===== config.mk =====
export PLATFORM = sky130hd
export DESIGN_NAME = hscp_device_flat
export DESIGN_NICKNAME = d
export VERILOG_FILES = /design/src/hw/hscp_pkg.sv /design/src/hw/hscp_if.sv /design/src/hw/hscp_device.sv /design/src/flat_wrapper.sv
export SDC_FILE = /design/constraint.sdc
export NUM_CORES = 1
export LEC_CHECK = 0
export ABC_CLOCK_PERIOD_IN_PS = 2200
export BUFFER_PORTS_ARGS = -buffer_cell sky130_fd_sc_hd__buf_2
export CORE_MARGIN = 5
export CORE_UTILIZATION = 40
export CTS_BUF_LIST = sky130_fd_sc_hd__clkbuf_16
export DETAILED_ROUTE_END_ITERATION = 7
export PLACE_DENSITY = 0.67
export SLEW_MARGIN = 20
export SYNTH_ARGS = -nofsm -noshare
export SYNTH_HDL_FRONTEND = slang
export SYNTH_SLANG_ARGS = --single-unit
export TNS_END_PERCENT = 50

===== constraint.sdc =====
create_clock -name clk -period 2.2 [get_ports clk]
set_clock_uncertainty 0.1 [all_clocks]
set_input_delay 0.44 -clock clk [delete_from_list [all_inputs] [get_ports clk]]
set_output_delay 0.44 -clock clk [all_outputs]
set_load 0.02 [all_outputs]

===== src/hw/hscp_pkg.sv =====
// shared constants and types for the host serial command port
package hscp_pkg;

    // ==========================================================
    // timing
    localparam int CLK_PERIOD_NS  = 20;
    localparam int SCLK_PERIOD_NS = 160;
    // half a serial clock period in system clocks, never below one
    localparam int SCLK_HALF_INT  = (SCLK_PERIOD_NS / (2 * CLK_PERIOD_NS)) < 1 ? 1 :
                                    (SCLK_PERIOD_NS / (2 * CLK_PERIOD_NS));
    localparam logic [3:0] SCLK_HALF_CYCLES = 4'(SCLK_HALF_INT);

    // ==========================================================
    // framing
    localparam logic [4:0] ADDR_BITS      = 5'h08;
    localparam logic [4:0] FRAME_BITS     = 5'h10;
    localparam logic [2:0] LAST_REPLY_BIT = 3'h7;
    localparam logic [7:0] RESET_CMD_ADDR = 8'h01;

    // ==========================================================
    // reset values
    localparam logic       OSC_EN_RESET   = 1'b1;
    localparam logic       PIN_IDLE_HIGH  = 1'b1;

    // ==========================================================
    // transaction kinds requested by the host user side
    typedef enum logic [1:0] {
        HSCP_CMD_ADDR_ONLY,
        HSCP_CMD_WRITE,
        HSCP_CMD_READ
    } hscp_cmd_t;

endpackage : hscp_pkg

===== src/hw/hscp_if.sv =====
// pins between the host and the device of the serial command port
`timescale 1ns/1ps
`default_nettype none

interface hscp_if;
    // ==========================================================
    // host driven pins
    logic serialClock;
    logic commandData;
    logic busSelectLow;
    // device driven pins, three-state and open drain as data plus enable
    logic replyData;
    logic replyDataOe;
    logic interruptRequestLowOe;
    // resolved wire levels, pull-ups modelled as a high default
    logic replyLevel;
    logic interruptRequestLow;

    assign replyLevel          = replyDataOe ? replyData : 1'b1;
    assign interruptRequestLow = interruptRequestLowOe ? 1'b0 : 1'b1;

    modport device (
        input  serialClock,
        input  commandData,
        input  busSelectLow,
        output replyData,
        output replyDataOe,
        output interruptRequestLowOe
    );

    modport host (
        output serialClock,
        output commandData,
        output busSelectLow,
        input  replyLevel,
        input  interruptRequestLow
    );
endinterface : hscp_if

`default_nettype wire


===== src/hw/hscp_device.sv =====
// device end of the serial command port: deserialiser, reply shifter, pins
`timescale 1ns/1ps
`default_nettype none

// Operation
// address byte, then at most one byte
// command bits taken on serial clock rise
// reply bit valid during clock high
// lone address 01 means general reset
// standby no-clock stops the oscillator
// host selects standby while clock absent
// eight bit bytes, most significant first
// reply pin released when not replying
// active low select frames every transfer
// interrupt pulls low, else released
// select high drops partial byte
module hscp_device (
    // clock and reset
    input  wire logic  clk,
    input  wire logic  rst,
    // pins toward the host
    hscp_if.device     bus,
    // address phase
    output logic [7:0] addrByte,
    output logic       addrStrobe,
    input  wire logic  readHit,
    input  wire logic [7:0] replyByte,
    // write phase
    output logic       wrStrobe,
    output logic [7:0] wrAddr,
    output logic [7:0] wrData,
    // control
    output logic       generalReset,
    input  wire logic  standbyNoClock,
    output logic       oscillatorEnable,
    input  wire logic  irqPending
);
    import hscp_pkg::*;

    // ==========================================================
    // pin synchronisers
    logic [2:0] sclkSync_q;
    logic [1:0] dataSync_q;
    logic [2:0] selSync_q;
    logic       sclkRise;
    logic       sclkFall;
    logic       selActive;
    logic       selRise;
    logic [7:0] shiftNext;

    // stage 0 feeds stage 1 only; stage 2 is the edge history
    always_ff @(posedge clk or posedge rst) begin
        if (rst) begin
            sclkSync_q <= 3'h7;                                // idle high, no false edge
            dataSync_q <= 2'h0;
            selSync_q  <= 3'h7;
        end else begin
            sclkSync_q <= {sclkSync_q[1:0], bus.serialClock};
            dataSync_q <= {dataSync_q[0], bus.commandData};
            selSync_q  <= {selSync_q[1:0], bus.busSelectLow};
        end
    end

    // edges seen on the synchronised copies, data delayed alike
    assign sclkRise  = sclkSync_q[1] & ~sclkSync_q[2];
    assign sclkFall  = ~sclkSync_q[1] & sclkSync_q[2];
    assign selActive = ~selSync_q[1];
    assign selRise   = selSync_q[1] & ~selSync_q[2];

    // ==========================================================
    // receive shifter and bit counter
    logic [7:0] shift_q;
    logic [4:0] bitCnt_q;
    logic       readMode_q;

    assign shiftNext = {shift_q[6:0], dataSync_q[1]};

    // count saturates after two bytes so extra clocks do nothing
    always_ff @(posedge clk or posedge rst) begin
        if (rst) begin
            shift_q  <= 8'h00;
            bitCnt_q <= 5'h00;
        end else if (!selActive) begin
            shift_q  <= 8'h00;
            bitCnt_q <= 5'h00;
        end else if (sclkRise && bitCnt_q != FRAME_BITS) begin
            shift_q  <= shiftNext;
            bitCnt_q <= bitCnt_q + 5'h01;
        end
    end

    // ==========================================================
    // address capture
    logic [7:0] addrByte_q;
    logic       addrStrobe_q;

    always_ff @(posedge clk or posedge rst) begin
        if (rst) begin
            addrByte_q   <= 8'h00;
            addrStrobe_q <= 1'b0;
        end else begin
            addrStrobe_q <= 1'b0;
            if (selActive && sclkRise && bitCnt_q == ADDR_BITS - 5'h01) begin
                addrByte_q   <= shiftNext;
                addrStrobe_q <= 1'b1;
            end
        end
    end

    // ==========================================================
    // write capture, only when the second byte came from the host
    logic       wrStrobe_q;
    logic [7:0] wrAddr_q;
    logic [7:0] wrData_q;

    always_ff @(posedge clk or posedge rst) begin
        if (rst) begin
            wrStrobe_q <= 1'b0;
            wrAddr_q   <= 8'h00;
            wrData_q   <= 8'h00;
        end else begin
            wrStrobe_q <= 1'b0;
            if (selActive && sclkRise && !readMode_q &&
                bitCnt_q == FRAME_BITS - 5'h01) begin
                wrStrobe_q <= 1'b1;
                wrAddr_q   <= addrByte_q;
                wrData_q   <= shiftNext;
            end
        end
    end

    // ==========================================================
    // general reset: address 01 closed with no second byte begun
    logic generalReset_q;

    always_ff @(posedge clk or posedge rst) begin
        if (rst) begin
            generalReset_q <= 1'b0;
        end else begin
            generalReset_q <= selRise && bitCnt_q == ADDR_BITS &&
                              addrByte_q == RESET_CMD_ADDR;
        end
    end

    // ==========================================================
    // reply shifter; bits change on the fall so they hold while high
    logic [7:0] replyShift_q;
    logic [2:0] replyCnt_q;
    logic       replyData_q;
    logic       replyOe_q;

    // the read decision is taken at the first fall after the address,
    // so the user side has about half a serial period to answer
    always_ff @(posedge clk or posedge rst) begin
        if (rst) begin
            replyShift_q <= 8'h00;
            replyCnt_q   <= 3'h0;
            replyData_q  <= 1'b0;
            replyOe_q    <= 1'b0;
            readMode_q   <= 1'b0;
        end else if (!selActive) begin
            replyOe_q    <= 1'b0;
            readMode_q   <= 1'b0;
            replyCnt_q   <= 3'h0;
        end else if (sclkFall) begin
            if (!readMode_q && bitCnt_q == ADDR_BITS && readHit) begin
                readMode_q   <= 1'b1;
                replyOe_q    <= 1'b1;
                replyData_q  <= replyByte[7];
                replyShift_q <= {replyByte[6:0], 1'b0};
                replyCnt_q   <= 3'h0;
            end else if (replyOe_q) begin
                if (replyCnt_q == LAST_REPLY_BIT) begin
                    replyOe_q   <= 1'b0;
                end else begin
                    replyData_q  <= replyShift_q[7];
                    replyShift_q <= {replyShift_q[6:0], 1'b0};
                    replyCnt_q   <= replyCnt_q + 3'h1;
                end
            end
        end
    end

    // ==========================================================
    // interrupt and oscillator control
    logic irqOe_q;
    logic oscEnable_q;

    // the oscillator may lag standby by one cycle; harmless for power
    always_ff @(posedge clk or posedge rst) begin
        if (rst) begin
            irqOe_q     <= 1'b0;
            oscEnable_q <= OSC_EN_RESET;
        end else begin
            irqOe_q     <= irqPending;
            oscEnable_q <= ~standbyNoClock;
        end
    end

    // ==========================================================
    // outputs, all from flip-flops
    assign bus.replyData             = replyData_q;
    assign bus.replyDataOe           = replyOe_q;
    assign bus.interruptRequestLowOe = irqOe_q;
    assign addrByte                  = addrByte_q;
    assign addrStrobe                = addrStrobe_q;
    assign wrStrobe                  = wrStrobe_q;
    assign wrAddr                    = wrAddr_q;
    assign wrData                    = wrData_q;
    assign generalReset              = generalReset_q;
    assign oscillatorEnable          = oscEnable_q;

endmodule : hscp_device

`default_nettype wire


===== src/flat_wrapper.sv =====
// flat-port wrapper written by rule: the top's interface ports become plain ports
module hscp_device_flat import hscp_pkg::*;
  (clk, rst, addrByte, addrStrobe, readHit, replyByte, wrStrobe, wrAddr, wrData, generalReset, standbyNoClock, oscillatorEnable, irqPending, bus_serialClock, bus_commandData, bus_busSelectLow, bus_replyData, bus_replyDataOe, bus_interruptRequestLowOe);
  hscp_if bus_i ();
  input  wire logic clk;
  input  wire logic rst;
  output logic [7:0] addrByte;
  output logic addrStrobe;
  input  wire logic readHit;
  input  wire logic [7:0] replyByte;
  output logic wrStrobe;
  output logic [7:0] wrAddr;
  output logic [7:0] wrData;
  output logic generalReset;
  input  wire logic standbyNoClock;
  output logic oscillatorEnable;
  input  wire logic irqPending;
  input wire logic [$bits(bus_i.serialClock)-1:0] bus_serialClock;
  input wire logic [$bits(bus_i.commandData)-1:0] bus_commandData;
  input wire logic [$bits(bus_i.busSelectLow)-1:0] bus_busSelectLow;
  output wire logic [$bits(bus_i.replyData)-1:0] bus_replyData;
  output wire logic [$bits(bus_i.replyDataOe)-1:0] bus_replyDataOe;
  output wire logic [$bits(bus_i.interruptRequestLowOe)-1:0] bus_interruptRequestLowOe;
  assign bus_i.serialClock = bus_serialClock;
  assign bus_i.commandData = bus_commandData;
  assign bus_i.busSelectLow = bus_busSelectLow;
  assign bus_replyData = bus_i.replyData;
  assign bus_replyDataOe = bus_i.replyDataOe;
  assign bus_interruptRequestLowOe = bus_i.interruptRequestLowOe;
  hscp_device u_core (.clk(clk), .rst(rst), .bus(bus_i), .addrByte(addrByte), .addrStrobe(addrStrobe), .readHit(readHit), .replyByte(replyByte), .wrStrobe(wrStrobe), .wrAddr(wrAddr), .wrData(wrData), .generalReset(generalReset), .standbyNoClock(standbyNoClock), .oscillatorEnable(oscillatorEnable), .irqPending(irqPending));
endmodule

==> results.yml <==
outcome:
  outcome: "finished clean"
clocking:
  cts_buffers: 9
  cts_sinks: 62
  hold_buffers: 0
  ctsLongestPathBuffers: 2
  cts_htree_levels: 3
  clkLatencyLatePin_ns: 0.33
  post-cts-setup-buffers: 0
  cts-root-buf: "clkbuf_16"
  cts_resized: 0
  clkTransAtPathRegs_ns: 0.05
  cts_tree: "done"
critical_path:
  reg2reg_depth: 5
  reg2reg_slack_ns: 0.21
  critPathKind: "register to register"
  arrival_ns: 2.10
  cp-start-kind: "register"
  crit_required_ns: 2.30
  critPathCaptureType: "register"
  reg2reg_from: "u_core.sclkSync_q[1]"
  worstPathMaxFanout: 9
  r2r-end: "u_core.addrByte[7]"
logic_synthesis:
  async_reset_ff_share_pct: 100.0
  synth_cells: 185
  synth_fp_nets: 206
  synth_cell_type_count: 37
  synthesis.area_sq_um: 2575
  synth_seq_cells: 62
  avgSynthCellArea_sq_um: 13.92
  synth-seq-area-share_pct: 60.59
  synthFlopType: "dfrtp_1"
  synth-edff-count: 0
  yosysWarnings: 0
drt:
  ant_nets: 0
  wl_mm: 4.696
  vias: 1579
  via_per_inst: 4.919
  dr.pass1.iters: 4
  drc: 0
  drtIter0Drc: 52
  wl_per_cell_um: 14.63
timing:
  relSlewSlack_pct: 56.64
  grt_setup_unrepaired: "no"
  worstMarginPinSlew_ns: 0.6504
  holdWs_ns: 0.03783
  period_minus_slack_ns: 1.992
  fmaxAchievable_mhz: 501.9
  slew_viol_final: 0
  post-route-period-util_pct: 90.56
  finalSetupTns_ns: 0
  hold_viol: 0
  setup_viol: 0
layout:
  layoutNonFillerInstCount: 321
  layout_common_cells: "dfrtp_1 (55), buf_2 (46), nor2_1 (18), mux2_4 (17)"
  num_antenna_cells: 0
  final_common_cell: "dfrtp_1"
  drive_gt1_share_pct: 41.80
  nNetsFinal: 260
  syn_to_final_growth_pct: 23.76
  utilization_pct: 50.48
  final_cell_area_sq_um: 3187
die:
  initial_core_util_pct: 40.78
  die_w_um: 90.24
  die_y_um: 90.24
  die_area_sq_um: 8142
  floorplan.rows: 29
  core_sq_um: 6314
  io_pins: 47
power_and_ir_drop:
  p_leak_nw: 1.688
  peakVddDrop_mv: 0.4995
  powerDensity_nw_per_um2: 794.8
placed_design:
  dp_hpwl_mm: 3.276
  placedCellCount: 305
  gp_congestion: 0.7468
  port_buffers: 46
  post_dp_cell_area_sq_um: 2910
global_route:
  antenna_found_initial: 0
  grt_pass1_vias: 1626
  grt_max_degree: 41
  grt_util_all_layers_pct: 12.28
  grt_overflow: 0
  grt_pass1_wl_mm: 8.004
job:
  drv_cap: 0
min_path:
  hp-class: "input pin to asynchronous set/reset pin"
==> power breakdown <==
group	switching [W]	total, W	internal [W]
sequential	0.0000101	0.00117	0.00116
clock	0.000514	0.00128	0.000762
combinational	0.0000539	0.0000862	0.0000323
==> layout make-up <==
| type | instances | area [sq um] |
|---|---|---|
| clock buffer | 9 | 225.2 |
| clock inverter | 7 | 51.30 |
| fill | 563 | 3127 |
| inverter | 10 | 37.54 |
| multi-input combinational | 106 | 930.9 |
| sequential | 62 | 1560 |
| tap | 77 | 96.34 |
| timing repair buffer | 50 | 285.3 |
==> critical path, cell delays in order, from the launching register on <==
cell and delay (ns):
dfstp_2 0.55, nor2b_4 0.18, nand2b_1 0.08, or4_1 0.46, buf_4 0.20, mux2_4 0.30
==> flip-flops by register name (all words and copies together) (netlist names) <==
register / cells
u_core.addrByte: 8
u_core.addrStrobe: 1
u_core.bitCnt_q: 5
u_core.bus.interruptRequestLowOe: 1
u_core.bus.replyData: 1
u_core.bus.replyDataOe: 1
u_core.dataSync_q: 2
u_core.generalReset: 1
u_core.oscillatorEnable: 1
u_core.readMode_q: 1
u_core.replyCnt_q: 3
u_core.replyShift_q: 7
u_core.sclkSync_q: 3
u_core.selSync_q: 3
u_core.shift_q: 7
u_core.wrAddr: 8
u_core.wrData: 8
u_core.wrStrobe: 1
==> stage by stage <==
step / setup slack [ns] / total power (W)
floorplan: 0.1302 / 0.001243
global placement: 0.2285 / 0.001278
detailed placement: 0.1962 / 0.001280
CTS: 0.1902 / 0.002565
global route: 0.1007 / 0.002623
finish: 0.2077 / 0.002533
==> metal layers <==
layer,up-vias,share of wire [%],routed length (um),global-route usage [%]
met3,9,4.8,224,4.007
met4,0,2.7,127,7.072
li1,770,-,-,-
met2,31,45,2134,17.74
met1,769,47,2209,16.11
met5,-,0,0,0
==> synth_stat cells (2+ instances only) <==
cell type	count	share of area (%)
dfrtp_1	55	53
nor2_1	18	2.6
mux2_4	17	9.9
inv_1	10	1.5
a2bb2oi_1	8	2.7
mux2i_1	8	3.1
o22ai_1	8	1.9
dfstp_2	7	7.1
mux2_2	7	3.1
ha_1	5	2.4
nand2_1	5	0.73
clkbuf_1	3	0.44
nor2b_1	3	0.73
a211oi_1	2	0.58
a31oi_1	2	0.49
a32oi_1	2	0.68
buf_6	2	0.87
nand2b_1	2	0.49
nor4_1	2	0.49
xnor2_1	2	0.68
==> how the worst max path moves through the flow <==
| stage | endpoint | slack, ns | start | cells after the start |
|---|---|---|---|---|
| global route | u_core.addrByte[7] | 0.10 | u_core.sclkSync_q[1] | 5 |
| finish | u_core.addrByte[7] | 0.21 | u_core.sclkSync_q[1] | 5 |
| detailed placement | u_core.addrByte[0] | 0.20 | u_core.sclkSync_q[1] | 5 |
| floorplan | u_core.addrByte[0] | 0.13 | rst | 1 |
| global placement | u_core.addrByte[7] | 0.23 | u_core.sclkSync_q[1] | 5 |
| CTS | u_core.addrByte[0] | 0.19 | u_core.sclkSync_q[1] | 5 |
==> kinds of logic after synthesis <==
logic type               after synthesis  synth area share, %
AO/OA/AOI/OAI                         27                8.066
XOR/XNOR                               2               0.6804
adder cells (fa/ha/maj)                5                2.430
buffers and inverters                 17                3.256
flip-flops                            62                60.59
multiplexers                          32                16.08
AND/OR/NAND/NOR                       40                8.892
Power figures use the tool's default switching activity.
